<file path="config.mk">
export PLATFORM = sky130hd
export DESIGN_NAME = tcp_timer
export DESIGN_NICKNAME = d
export VERILOG_FILES = /design/src/tcp_sync2.v /design/src/tcp_timer.v
export VERILOG_INCLUDE_DIRS = /design/src
export SDC_FILE = /design/constraint.sdc
export NUM_CORES = 1
export LEC_CHECK = 0
export ABC_AREA = 1
export BUFFER_PORTS_ARGS = -buffer_cell sky130_fd_sc_hd__buf_2
export CAP_MARGIN = 20
export CORE_MARGIN = 8
export CORE_UTILIZATION = 50
export DETAILED_ROUTE_END_ITERATION = 7
export GPL_ROUTABILITY_DRIVEN = 0
export GPL_TIMING_DRIVEN = 0
export PLACE_DENSITY = 0.78
export SLEW_MARGIN = 20
export SYNTH_ARGS = -nofsm -noshare
export SYNTH_HDL_FRONTEND = slang
export SYNTH_SLANG_ARGS = --single-unit
</file>
<file path="constraint.sdc">
create_clock -name sys_clk -period 2.7 [get_ports sys_clk]
set_input_delay 0.135 -clock sys_clk [delete_from_list [all_inputs] [get_ports sys_clk]]
set_output_delay 0.135 -clock sys_clk [all_outputs]
set_load 0.005 [all_outputs]
</file>
<file path="src/tcp_regs.vh">
// Purpose: register map, field positions and reset values of the timer/counter/pwm
// Assumes: 32-bit AXI4-Lite slave, one aligned word per register
// Notes:   definitions only
`ifndef TCP_REGS_VH
`define TCP_REGS_VH
// ************************************
// register byte offsets
// ************************************
`define TCP_OFF_CTRL     8'h00
`define TCP_OFF_PERIOD   8'h04
`define TCP_OFF_CMP      8'h08
`define TCP_OFF_COUNT    8'h0C
`define TCP_OFF_CAPTURE  8'h10
`define TCP_OFF_DEADBAND 8'h14
`define TCP_OFF_STATUS   8'h18
`define TCP_OFF_MASK     8'h1C
// ************************************
// control fields
// ************************************
`define TCP_CTRL_RUN      0
`define TCP_CTRL_MODE_LO  1
`define TCP_CTRL_MODE_HI  2
`define TCP_CTRL_CMP_LO   3
`define TCP_CTRL_CMP_HI   5
`define TCP_CTRL_CLK_LO   6
`define TCP_CTRL_CLK_HI   7
`define TCP_CTRL_TCSEL    8
`define TCP_CTRL_RST      16'h0000
// ************************************
// run modes, compare relations, clock sources
// ************************************
`define TCP_MODE_FREE     2'h0
`define TCP_MODE_ONESHOT  2'h1
`define TCP_MODE_GATED    2'h2
`define TCP_CMP_LT        3'h0
`define TCP_CMP_LTE       3'h1
`define TCP_CMP_EQ        3'h2
`define TCP_CMP_GTE       3'h3
`define TCP_CMP_GT        3'h4
`define TCP_CLK_SYS       2'h0
`define TCP_CLK_DIV2      2'h1
`define TCP_CLK_DIV16     2'h2
`define TCP_CLK_EXT       2'h3
// ************************************
// status bits, reset values
// ************************************
`define TCP_ST_TC         0
`define TCP_ST_CMP        1
`define TCP_ST_CAP        2
`define TCP_PERIOD_RST    16'hFFFF
`define TCP_CMP_RST       16'h8000
`define TCP_DB_RST        8'h02
`define TCP_DIV16_LAST    4'hF
`endif

</file>
<file path="src/tcp_sync2.v">
// Purpose: two flip-flop synchroniser for one pin level
// Assumes: sys_clk domain, resetn asynchronous active low
// Notes:   first stage read only by the second
module tcp_sync2 (
   // clock and reset
   input  wire sys_clk,
   input  wire resetn,
   // level
   input  wire pinIn,
   output wire syncOut
);
   reg stage1_r;
   reg stage2_r;
   // two stage capture
   always @(posedge sys_clk or negedge resetn) begin
      if (!resetn) begin
         stage1_r <= 1'b0;
         stage2_r <= 1'b0;
      end else begin
         stage1_r <= pinIn;
         stage2_r <= stage1_r;
      end
   end
   assign syncOut = stage2_r;
endmodule

</file>
<file path="src/tcp_timer.v">
// Purpose: 16-bit down-counting timer, counter and pwm with axi4-lite registers
// Assumes: one clock sys_clk at 25 MHz; routed inputs arrive asynchronously
// Notes:   slower count clocks are one-cycle enables, never real clocks
//
// How it works
// - 16-bit counter only ever counts down
// - count clock picked from four sources
// - compare relation selectable, drives compare output
// - period reload on start, reset, terminal count
// - compare, terminal count or inverted compare, interrupt outputs
// - interrupt from terminal count, compare, capture
// - free running, one shot, enable-gated modes
// - one shot stops at end of period
// - gated mode counts only while enable high
// - reset and capture inputs; capture stores count
// - kill input forces pwm outputs off
// - complementary pwm pair with deadband gap
`include "tcp_regs.vh"
module tcp_timer (
   // clock and reset
   input  wire        sys_clk,
   input  wire        resetn,
   // axi4-lite write address
   input  wire [7:0]  s_axi_awaddr,
   input  wire        s_axi_awvalid,
   output wire        s_axi_awready,
   // axi4-lite write data
   input  wire [31:0] s_axi_wdata,
   input  wire [3:0]  s_axi_wstrb,
   input  wire        s_axi_wvalid,
   output wire        s_axi_wready,
   // axi4-lite write response
   output reg  [1:0]  s_axi_bresp,
   output reg         s_axi_bvalid,
   input  wire        s_axi_bready,
   // axi4-lite read address
   input  wire [7:0]  s_axi_araddr,
   input  wire        s_axi_arvalid,
   output wire        s_axi_arready,
   // axi4-lite read data
   output reg  [31:0] s_axi_rdata,
   output reg  [1:0]  s_axi_rresp,
   output reg         s_axi_rvalid,
   input  wire        s_axi_rready,
   // routed inputs
   input  wire        timerEnable,
   input  wire        timerReset,
   input  wire        captureIn,
   input  wire        killIn,
   input  wire        extClock,
   // routed outputs
   output reg         cmpOut,
   output reg         tcOut,
   output reg         pwmHigh,
   output reg         pwmLow,
   output wire        irq
);
   // ************************************
   // input synchronisers
   // ************************************
   wire enS;
   wire rstS;
   wire capS;
   wire killS;
   wire extS;
   tcp_sync2 uSyncEn   (.sys_clk(sys_clk), .resetn(resetn), .pinIn(timerEnable), .syncOut(enS));
   tcp_sync2 uSyncRst  (.sys_clk(sys_clk), .resetn(resetn), .pinIn(timerReset),  .syncOut(rstS));
   tcp_sync2 uSyncCap  (.sys_clk(sys_clk), .resetn(resetn), .pinIn(captureIn),   .syncOut(capS));
   tcp_sync2 uSyncKill (.sys_clk(sys_clk), .resetn(resetn), .pinIn(killIn),      .syncOut(killS));
   tcp_sync2 uSyncExt  (.sys_clk(sys_clk), .resetn(resetn), .pinIn(extClock),    .syncOut(extS));

   // ************************************
   // registers
   // ************************************
   reg [15:0] ctrl_r;
   reg [15:0] period_r;
   reg [15:0] cmpVal_r;
   reg [15:0] count_r;
   reg [15:0] capture_r;
   reg [7:0]  deadband_r;
   reg [2:0]  status_r;
   reg [2:0]  mask_r;
   reg        running_r;
   reg        runPrev_r;
   reg        capPrev_r;
   reg        rstPrev_r;
   reg        extPrev_r;
   reg [3:0]  div_r;
   reg        cmpPrev_r;
   reg [7:0]  dbCnt_r;
   reg        pwmState_r;

   wire [1:0] mode   = ctrl_r[`TCP_CTRL_MODE_HI:`TCP_CTRL_MODE_LO];
   wire [2:0] rel    = ctrl_r[`TCP_CTRL_CMP_HI:`TCP_CTRL_CMP_LO];
   wire [1:0] clkSel = ctrl_r[`TCP_CTRL_CLK_HI:`TCP_CTRL_CLK_LO];
   wire       runBit = ctrl_r[`TCP_CTRL_RUN];

   // ************************************
   // count clock enable
   // ************************************
   reg tick;
   always @* begin
      case (clkSel)
         `TCP_CLK_SYS:   tick = 1'b1;
         `TCP_CLK_DIV2:  tick = div_r[0];
         `TCP_CLK_DIV16: tick = (div_r == `TCP_DIV16_LAST);
         `TCP_CLK_EXT:   tick = extS & ~extPrev_r;
         default:        tick = 1'b0;
      endcase
   end

   // ************************************
   // counter core
   // ************************************
   wire startEv = runBit & ~runPrev_r;
   wire rstEv   = rstS & ~rstPrev_r;
   wire capEv   = capS & ~capPrev_r;
   wire gateOk  = (mode != `TCP_MODE_GATED) | enS;
   wire step    = running_r & tick & gateOk;
   wire atZero  = (count_r == 16'h0000);
   wire tcEv    = step & atZero;

   always @(posedge sys_clk or negedge resetn) begin
      if (!resetn) begin
         count_r   <= `TCP_PERIOD_RST;
         running_r <= 1'b0;
         runPrev_r <= 1'b0;
         rstPrev_r <= 1'b0;
         capPrev_r <= 1'b0;
         extPrev_r <= 1'b0;
         div_r     <= 4'h0;
         capture_r <= 16'h0000;
         tcOut     <= 1'b0;
      end else begin
         runPrev_r <= runBit;
         rstPrev_r <= rstS;
         capPrev_r <= capS;
         extPrev_r <= extS;
         div_r     <= div_r + 4'h1;
         tcOut     <= ctrl_r[`TCP_CTRL_TCSEL] ? ~cmpOut : tcEv;
         if (capEv)
            capture_r <= count_r;
         if (!runBit) begin
            running_r <= 1'b0;
         end else if (startEv || rstEv) begin
            count_r   <= period_r;
            running_r <= 1'b1;
         end else if (tcEv) begin
            count_r <= period_r;
            if (mode == `TCP_MODE_ONESHOT)
               running_r <= 1'b0;
         end else if (step) begin
            count_r <= count_r - 16'h0001;
         end
      end
   end

   // ************************************
   // compare
   // ************************************
   reg cmpTrue;
   always @* begin
      case (rel)
         `TCP_CMP_LT:  cmpTrue = count_r <  cmpVal_r;
         `TCP_CMP_LTE: cmpTrue = count_r <= cmpVal_r;
         `TCP_CMP_EQ:  cmpTrue = count_r == cmpVal_r;
         `TCP_CMP_GTE: cmpTrue = count_r >= cmpVal_r;
         `TCP_CMP_GT:  cmpTrue = count_r >  cmpVal_r;
         default:      cmpTrue = 1'b0;
      endcase
   end

   // ************************************
   // pwm with deadband and kill
   // ************************************
   always @(posedge sys_clk or negedge resetn) begin
      if (!resetn) begin
         cmpOut     <= 1'b0;
         cmpPrev_r  <= 1'b0;
         pwmState_r <= 1'b0;
         dbCnt_r    <= 8'h00;
         pwmHigh    <= 1'b0;
         pwmLow     <= 1'b0;
      end else begin
         cmpOut    <= cmpTrue & ~killS;
         cmpPrev_r <= cmpTrue;
         if (cmpTrue != cmpPrev_r) begin
            pwmState_r <= cmpTrue;
            dbCnt_r    <= deadband_r;
         end else if (dbCnt_r != 8'h00) begin
            dbCnt_r <= dbCnt_r - 8'h01;
         end
         if (killS || (cmpTrue != cmpPrev_r) || (dbCnt_r != 8'h00)) begin
            pwmHigh <= 1'b0;
            pwmLow  <= 1'b0;
         end else begin
            pwmHigh <= pwmState_r;
            pwmLow  <= ~pwmState_r;
         end
      end
   end

   // ************************************
   // axi4-lite slave
   // ************************************
   reg        awHeld_r;
   reg        wHeld_r;
   reg [7:0]  awAddr_r;
   reg [31:0] wData_r;
   reg [3:0]  wStrb_r;
   assign s_axi_awready = ~awHeld_r & ~s_axi_bvalid;
   assign s_axi_wready  = ~wHeld_r & ~s_axi_bvalid;
   assign s_axi_arready = ~s_axi_rvalid;

   wire [7:0]  wrAddr = awHeld_r ? awAddr_r : s_axi_awaddr;
   wire [31:0] wrData = wHeld_r ? wData_r : s_axi_wdata;
   wire [3:0]  wrStrb = wHeld_r ? wStrb_r : s_axi_wstrb;
   wire haveAw = awHeld_r | (s_axi_awvalid & s_axi_awready);
   wire haveW  = wHeld_r | (s_axi_wvalid & s_axi_wready);
   wire doWr   = haveAw & haveW;

   // byte-lane merge helper
   function [15:0] merge16;
      input [15:0] old;
      input [31:0] dat;
      input [3:0]  stb;
      begin
         merge16 = {stb[1] ? dat[15:8] : old[15:8], stb[0] ? dat[7:0] : old[7:0]};
      end
   endfunction

   wire wrOk = (wrAddr[1:0] == 2'b00) && (wrAddr <= `TCP_OFF_MASK);
   wire [2:0] w1c = (doWr && wrAddr == `TCP_OFF_STATUS && wrStrb[0]) ? wrData[2:0] : 3'b000;
   wire [2:0] evs = {capEv, cmpTrue & ~cmpPrev_r, tcEv};

   // write side and sticky status
   always @(posedge sys_clk or negedge resetn) begin
      if (!resetn) begin
         awHeld_r     <= 1'b0;
         wHeld_r      <= 1'b0;
         awAddr_r     <= 8'h00;
         wData_r      <= 32'h0000_0000;
         wStrb_r      <= 4'h0;
         s_axi_bvalid <= 1'b0;
         s_axi_bresp  <= 2'b00;
         ctrl_r       <= `TCP_CTRL_RST;
         period_r     <= `TCP_PERIOD_RST;
         cmpVal_r     <= `TCP_CMP_RST;
         deadband_r   <= `TCP_DB_RST;
         mask_r       <= 3'b000;
         status_r     <= 3'b000;
      end else begin
         status_r <= (status_r & ~w1c) | evs;
         if (s_axi_bvalid && s_axi_bready)
            s_axi_bvalid <= 1'b0;
         if (doWr) begin
            awHeld_r     <= 1'b0;
            wHeld_r      <= 1'b0;
            s_axi_bvalid <= 1'b1;
            s_axi_bresp  <= wrOk ? 2'b00 : 2'b10;
            case (wrAddr)
               `TCP_OFF_CTRL:     ctrl_r     <= merge16(ctrl_r, wrData, wrStrb);
               `TCP_OFF_PERIOD:   period_r   <= merge16(period_r, wrData, wrStrb);
               `TCP_OFF_CMP:      cmpVal_r   <= merge16(cmpVal_r, wrData, wrStrb);
               `TCP_OFF_DEADBAND: if (wrStrb[0]) deadband_r <= wrData[7:0];
               `TCP_OFF_MASK:     if (wrStrb[0]) mask_r <= wrData[2:0];
               default:           ;
            endcase
         end else begin
            if (s_axi_awvalid && s_axi_awready) begin
               awHeld_r <= 1'b1;
               awAddr_r <= s_axi_awaddr;
            end
            if (s_axi_wvalid && s_axi_wready) begin
               wHeld_r <= 1'b1;
               wData_r <= s_axi_wdata;
               wStrb_r <= s_axi_wstrb;
            end
         end
      end
   end

   // read side
   always @(posedge sys_clk or negedge resetn) begin
      if (!resetn) begin
         s_axi_rvalid <= 1'b0;
         s_axi_rdata  <= 32'h0000_0000;
         s_axi_rresp  <= 2'b00;
      end else if (s_axi_arvalid && s_axi_arready) begin
         s_axi_rvalid <= 1'b1;
         s_axi_rresp  <= 2'b00;
         case (s_axi_araddr)
            `TCP_OFF_CTRL:     s_axi_rdata <= {16'h0000, ctrl_r};
            `TCP_OFF_PERIOD:   s_axi_rdata <= {16'h0000, period_r};
            `TCP_OFF_CMP:      s_axi_rdata <= {16'h0000, cmpVal_r};
            `TCP_OFF_COUNT:    s_axi_rdata <= {16'h0000, count_r};
            `TCP_OFF_CAPTURE:  s_axi_rdata <= {16'h0000, capture_r};
            `TCP_OFF_DEADBAND: s_axi_rdata <= {24'h00_0000, deadband_r};
            `TCP_OFF_STATUS:   s_axi_rdata <= {29'h0000_0000, status_r};
            `TCP_OFF_MASK:     s_axi_rdata <= {29'h0000_0000, mask_r};
            default: begin
               s_axi_rdata <= 32'h0000_0000;
               s_axi_rresp <= 2'b10;
            end
         endcase
      end else if (s_axi_rvalid && s_axi_rready) begin
         s_axi_rvalid <= 1'b0;
      end
   end

   // level interrupt from unmasked sticky bits
   assign irq = |(status_r & mask_r);
endmodule

</file>
==> results of run 1 <==
per-layer routing:
layer / share of wire / track usage / vias up
met1: 0.46 / 0.286 / 3551
met2: 0.45 / 0.330 / 244
met4: 0.025 / 0.0802 / 0
li1: - / - / 3816
met3: 0.066 / 0.0394 / 45
met5: 0 / 0 / -
power groups by stage:
stage               clock network [mW]  logic, mW  registers [mW]
finish                            2.49       6.83            3.83
CTS                               2.51       6.12            3.82
global route                      2.62       7.64            3.90
global placement                     0       5.54            3.83
floorplan                            0       4.47            3.72
detailed placement                   0       5.72            3.86
cell type report:
cell class	instances	area, µm²
Timing Repair Buffer	114	790
Sequential cell	175	4420
Buffer	54	362
Fill cell	1530	7000
Multi-Input combinational cell	741	3980
Clock inverter	14	154
Clock buffer	18	439
Tap cell	229	287
Inverter	138	523
synthesized netlist by cell type (2+ instances only):
cell / number
nor2_4: 2
nand2_1: 290
buf_2: 9
o31ai_1: 5
clkbuf_1: 16
nor3_2: 2
o21ai_1: 15
buf_6: 10
dfrtp_1: 141
o31ai_4: 2
nor3_4: 3
nor3_1: 19
o221ai_1: 3
o21ai_2: 47
xnor2_1: 3
nand3_1: 80
dfstp_2: 34
nor2_1: 54
nor2_2: 6
or2_1: 4
nand2_2: 8
nand4_1: 6
ha_1: 20
a31oi_1: 3
o21ai_0: 92
mux2i_1: 3
xor2_1: 13
o22ai_1: 11
o2111ai_1: 3
inv_1: 134
a21oi_1: 13
inv_2: 3
buf_4: 19
mux2_2: 7
worst register-to-register path: stages, from the launching register on:
cell and delay [ps]:
dfstp_2 530, inv_2 50, ha_4 270, nand4_1 110
nor2_2 190, nand2_1 80, nor2_2 150, o21ai_1 90
nand2_1 100, nand3_4 110, ha_4 320, inv_6 50
nor3_4 200, buf_6 150, a21oi_2 30, o21ai_1 80
inv_1 60
stage by stage:
stage / area [µm²] / TNS (ps) / power (mW) / utilization / hold slack [ps]
floorplan: 9220 / 0 / 8.20 / - / -161
global placement: 9870 / -177630 / 9.38 / 0.550 / 244
CTS: 10900 / 0 / 12.4 / 0.606 / 3.95
finish: 11000 / 0 / 13.1 / 0.610 / 5.81
global route: 11000 / -734 / 14.2 / 0.610 / 41.5
detailed placement: 9910 / -4200 / 9.57 / 0.552 / 138
sequential cells by signal (all words and copies together) (netlist names), 2 cells and up:
name,flops
status_r,3
period_r,16
dbCnt_r,8
cmpVal_r,16
s_axi_rdata,16
mask_r,3
wData_r,16
awAddr_r,8
wStrb_r,2
capture_r,16
count_r,16
div_r,4
deadband_r,8
ctrl_r,16
worst paths after layout:
path | start | endpoint | cells past startpoint
min in group asynchronous | resetn | awAddr_r[1]$_DFFE_PN0P_ | 2
max reg2reg | cmpVal_r[15]$_DFFE_PN1P_ | dbCnt_r[7]$_DFFE_PN0P_ | 16
max | cmpVal_r[15]$_DFFE_PN1P_ | dbCnt_r[7]$_DFFE_PN0P_ | 16
max in group asynchronous | resetn | cmpVal_r[15]$_DFFE_PN1P_ | 3
min | s_axi_wdata[0] | wData_r[0]$_DFFE_PN0P_ | 3
min reg2reg | uSyncKill.stage1_r$_DFF_PN0_ | uSyncKill.syncOut$_DFF_PN0_ | 0
cell families after synthesis:
| group | after synthesis | synth area share |
|---|---|---|
| buffers and inverters | 192 | 0.0960 |
| other | 1 | 0.000410 |
| AND/OR/NAND/NOR | 478 | 0.227 |
| AO/OA/AOI/OAI | 199 | 0.139 |
| multiplexers | 10 | 0.0119 |
| XOR/XNOR | 16 | 0.0153 |
| flip-flops | 175 | 0.483 |
| adder cells (fa/ha/maj) | 20 | 0.0273 |
timing repair:
item,4_1_cts,5_1_grt
hold endpoints to repair,103,0
setup buffers,1,6
endpoints found under the setup margin,11,10
hold buffers,33,0
resized for setup,9,16
pin swaps,2,9
==> impl_metrics.env, run 1 <==
export IMPL_result_of_the_run="finished, final reports clean"
export IMPL_category_of_the_worst_setup_path_launch_point="register"
export IMPL_ant_nets=0
export IMPL_core_um2=18000
export IMPL_end_kind="register"
export IMPL_crit_path_cell_trace="inv_2 -> ha_4 -> nand4_1 -> nor2_2 -> nand2_1 -> nor2_2 -> o21ai_1 -> nand2_1 -> nand3_4 -> ha_4 -> inv_6 -> nor3_4 -> buf_6 -> a21oi_2 -> o21ai_1 -> inv_1"
export IMPL_yosys_warnings=0
export IMPL_power_ir_vdd_worst_uv=1000
export IMPL_layout_cells_most_common_list="nand2_1 (290), dfrtp_1 (141), inv_1 (129), o21ai_0 (86), buf_2 (81)"
export IMPL_power_frac_seq=0.291
export IMPL_place_worst_setup_slack_ps=-556
export IMPL_max_clock_freq_mhz=373
export IMPL_p_leak_nw=5.36
export IMPL_yosysUniqueCellTypes=45
export IMPL_route_detailed_drc=0
export IMPL_viasPerCell=5.16
export IMPL_layout_commonest_cell="nand2_1"
export IMPL_clock_sinks=175
export IMPL_ctsLongestPathBuffers=2
export IMPL_cts_max_level=4
export IMPL_detailedPlacementHpwl_um=16900
export IMPL_finalHoldViolations=0
export IMPL_yosys_top_cells_area="dfrtp_1 (39%), nand2_1 (12%), dfstp_2 (9.8%), inv_1 (5.5%), o21ai_0 (5.0%)"
export IMPL_routedWlPerCell_um=15.4
export IMPL_number_of_detailed_route_iterations_in_the_first_pass=7
export IMPL_p_int_mw=7.53
export IMPL_critical_path_max_stage_delay_ps=530
export IMPL_placementRows=49
export IMPL_initial_core_util=0.510
export IMPL_power_frac_comb=0.520
export IMPL_r2r_setup_slack_ps=20
export IMPL_dominantRegCellSynth="dfrtp_1"
export IMPL_timing_final_ws_setup_ps=21.3
export IMPL_timing_final_setup_violations=0
export IMPL_dieWidth_um=151
export IMPL_iter_0_drt_violations=726
export IMPL_timing_critical_path_slowest_stage_cell="dfstp_2"
export IMPL_cts_clk_slew_worst_paths_ps=70
export IMPL_post_place_cells=1411
export IMPL_design_portCount=110
export IMPL_die_area_um2=22900
export IMPL_timing_worst_slew_pin_value_ps=986
export IMPL_timing_critical_path_max_delay_family="simple AND/OR/NAND/NOR gates"
export IMPL_largest_net_degree_at_the_start_of_global_routing=104
export IMPL_cap_violations=0
export IMPL_placement_io_buffers=73
export IMPL_crit_buf_inv=4
export IMPL_p_sw_frac=0.427
export IMPL_critical_path_max_fanout=6
export IMPL_wirelength_um=22800
export IMPL_slew_headroom=0.336
export IMPL_synthesis_area_um2=9150
export IMPL_antenna_found_initial=0
export IMPL_total_clock_buffers_created_by_cts=17
export IMPL_globalRouteTotalUtil=0.211
export IMPL_synth_edf_count=0
export IMPL_synth_async_sr_flop_share=1.00
export IMPL_sequential_share_of_the_synthesized_area=0.483
export IMPL_synth_top_area_share=0.386
export IMPL_floorplan_die_height_um=151
export IMPL_n_antenna_cell=0
export IMPL_synth_largest_area_cell="dfrtp_1"
export IMPL_fin_crit_ps=2680
export IMPL_layout_worst_path_cycle_share=0.992
export IMPL_grt_first_pass_wirelength_um=38300
export IMPL_layout_nets=1325
export IMPL_avgSynthCellArea_um2=8.39
export IMPL_skew_final_ps=6.63
export IMPL_worst_skew_pair_later_pin_latency_ps=440
export IMPL_slew_viol_final=0
export IMPL_power_share_clock=0.189
export IMPL_cts_root_buf="clkbuf_16"
export IMPL_postSynthCellCount=1091
export IMPL_post_route_cells_drive_above_1_share=0.226
export IMPL_cp_required_ps=3020
export IMPL_rsz_0062_raised_after_global_routing="yes"
export IMPL_yosys_register_bits=175
export IMPL_grt_overflow=0
export IMPL_final_cells=1483
export IMPL_cts_tree="built"
export IMPL_power_net_switching_mw=5.62
export IMPL_power_per_cell_area_nw_per_um2=1200
export IMPL_critPathKind="register to register"
export IMPL_via_count_of_the_first_global_routing_pass=7600
export IMPL_timing_hold_worst_class="input pin to register"
export IMPL_areaGrowthSynthToFinish_pct=19.7
export IMPL_critical_path_arrival_ps=3000
export IMPL_route_vias_total=7656
No activity file was read; power rests on OpenSTA's default activity.
==> inputs of run 2 (changes only) <==
--- a/config.mk
+++ b/config.mk
@@ -13,7 +13,6 @@
 export CORE_UTILIZATION = 50
 export DETAILED_ROUTE_END_ITERATION = 7
 export GPL_ROUTABILITY_DRIVEN = 0
-export GPL_TIMING_DRIVEN = 0
 export PLACE_DENSITY = 0.78
 export SLEW_MARGIN = 20
 export SYNTH_ARGS = -nofsm -noshare
==> impl_metrics.env, run 2 (synthesis results as in run 1) <==
export IMPL_timing_worst_slew_pin_value_ps=947
export IMPL_antenna_found_initial=0
export IMPL_core_um2=18000
export IMPL_slew_viol_final=0
export IMPL_routedWlPerCell_um=15.5
export IMPL_layout_nets=1292
export IMPL_placement_io_buffers=73
export IMPL_p_total_mw=13.0
export IMPL_critical_path_max_stage_delay_ps=610
export IMPL_grt_overflow=0
export IMPL_worst_skew_pair_later_pin_latency_ps=440
export IMPL_dieWidth_um=151
export IMPL_timing_final_ws_setup_ps=52.2
export IMPL_cts_max_level=4
export IMPL_floorplan_die_height_um=151
export IMPL_layout_cells_most_common_list="nand2_1 (290), dfrtp_1 (141), inv_1 (130), o21ai_0 (87), nand3_1 (79)"
export IMPL_layout_worst_path_cycle_share=0.981
export IMPL_place_area_um2=9750
export IMPL_ant_nets=0
export IMPL_whs_endpoint="s_axi_rresp[1]$_DFFE_PN0P_"
export IMPL_globalRouteTotalUtil=0.207
export IMPL_power_per_cell_area_nw_per_um2=1210
export IMPL_critical_path_arrival_ps=2960
export IMPL_post_route_cells_drive_above_1_share=0.215
export IMPL_grt_first_pass_wirelength_um=37600
export IMPL_number_of_detailed_route_iterations_in_the_first_pass=6
export IMPL_iter_0_drt_violations=863
export IMPL_cts_tree="built"
export IMPL_initial_core_util=0.510
export IMPL_layout_commonest_cell="nand2_1"
export IMPL_viasPerCell=5.26
export IMPL_cts_root_buf="clkbuf_16"
export IMPL_cp_required_ps=3020
export IMPL_areaGrowthSynthToFinish_pct=17.4
export IMPL_crit_reg2reg_launch="count_r[5]$_DFFE_PN1P_"
export IMPL_timing_hold_worst_class="input pin to register"
export IMPL_slew_headroom=0.367
export IMPL_timing_final_setup_violations=0
export IMPL_post_place_cells=1383
export IMPL_category_of_the_worst_setup_path_launch_point="register"
export IMPL_wirelength_um=22500
export IMPL_critPathKind="register to register"
export IMPL_place_worst_setup_slack_ps=-104
export IMPL_cap_violations=0
export IMPL_result_of_the_run="finished, final reports clean"
export IMPL_worst_hold_path_num_cells=3
export IMPL_design_portCount=110
export IMPL_max_clock_freq_mhz=378
export IMPL_route_detailed_drc=0
export IMPL_power_ir_vdd_worst_uv=1210
export IMPL_p_leak_nw=5.25
export IMPL_final_cells=1450
export IMPL_crit_path_cell_trace="ha_1 -> a21oi_1 -> nor2_1 -> nor2_1 -> nand2_1 -> nand2_1 -> nand3_1 -> nand2_1 -> nand3_2 -> ha_4 -> inv_4 -> nor3_4 -> inv_2 -> o211ai_1 -> o21ai_1"
export IMPL_finalInstanceArea_um2=10700
export IMPL_critPathMostFrequentCell="nand2_1"
export IMPL_fin_crit_ps=2650
export IMPL_via_count_of_the_first_global_routing_pass=7438
export IMPL_placementRows=49
export IMPL_critical_path_max_fanout=6
export IMPL_skew_final_ps=13.3
export IMPL_cts_clk_slew_worst_paths_ps=70
export IMPL_ctsLongestPathBuffers=2
export IMPL_n_antenna_cell=0
export IMPL_clock_sinks=175
export IMPL_reg2regPathDepth=15
export IMPL_rsz_0062_raised_after_global_routing="yes"
export IMPL_timing_critical_path_slowest_stage_cell="dfstp_2"
export IMPL_end_kind="register"
export IMPL_worstReg2RegEnd="dbCnt_r[1]$_DFFE_PN0P_"
export IMPL_route_vias_total=7628
export IMPL_total_clock_buffers_created_by_cts=17
export IMPL_die_area_um2=22900
export IMPL_r2r_setup_slack_ps=50
export IMPL_largest_net_degree_at_the_start_of_global_routing=66
export IMPL_detailedPlacementHpwl_um=16200
export IMPL_fin_tns_setup_ps=0
export IMPL_min_delay_start="s_axi_araddr[5]"
export IMPL_finalHoldViolations=0
run 2: through the flow:
stage                     utilization  hold slack, ps
after detailed placement        0.543             169
after global routing            0.598            86.6
after CTS                       0.596            51.1
after global placement          0.543             165
final                           0.598            34.9
after floorplan                     -            -161
run 2: how the worst max path moves through the flow:
stage                             startpoint  slack (ps)                     end  cells past startpoint
global route        cmpVal_r[15]$_DFFE_PN1P_         -80  dbCnt_r[7]$_DFFE_PN0P_                     16
detailed placement  cmpVal_r[15]$_DFFE_PN1P_        -100  dbCnt_r[1]$_DFFE_PN0P_                     15
floorplan           cmpVal_r[15]$_DFFE_PN1P_          50  dbCnt_r[1]$_DFFE_PN0P_                     14
finish                count_r[5]$_DFFE_PN1P_          50  dbCnt_r[1]$_DFFE_PN0P_                     15
global placement    cmpVal_r[15]$_DFFE_PN1P_           9  dbCnt_r[1]$_DFFE_PN0P_                     15
CTS                 cmpVal_r[15]$_DFFE_PN1P_          -3  dbCnt_r[1]$_DFFE_PN0P_                     15
run 2: final cells by class:
class	count	area [µm²]
fillers	1542	7220
well taps	229	287
clock buffers	19	453
flip-flops and latches	175	4420
repair buffers	135	951
multi-input cells	741	3970
inverters	138	520
clock inverters	13	150
run 2: worst max-delay path: cells and delay by family (launching register included):
family | cells | cell delay, ps
AOI/OAI and AO/OA | 3 | 330
DFF | 1 | 610
adders and majority gates | 2 | 580
and+or+nand+nor | 8 | 870
buffers and inverters | 2 | 140
run 2: what timing repair did:
item                                    CTS  global route
pin swaps                                 2             6
hold endpoints to repair                 82             0
endpoints found under the setup margin    7            10
hold buffers                             34             0
setup buffers                             0             1
resized for setup                         4            14
run 2: per-layer routing:
metal	global-route usage	share of wire
met2	0.306	0.44
met4	0.0782	0.022
met5	0	0
met3	0.0466	0.084
met1	0.292	0.46
run 2: power breakdown:
group	internal (mW)	leakage, nW	switching [mW]
registers	3.36	2.19	0.473
clock network	1.43	0.291	1.08
logic	2.67	2.76	3.95
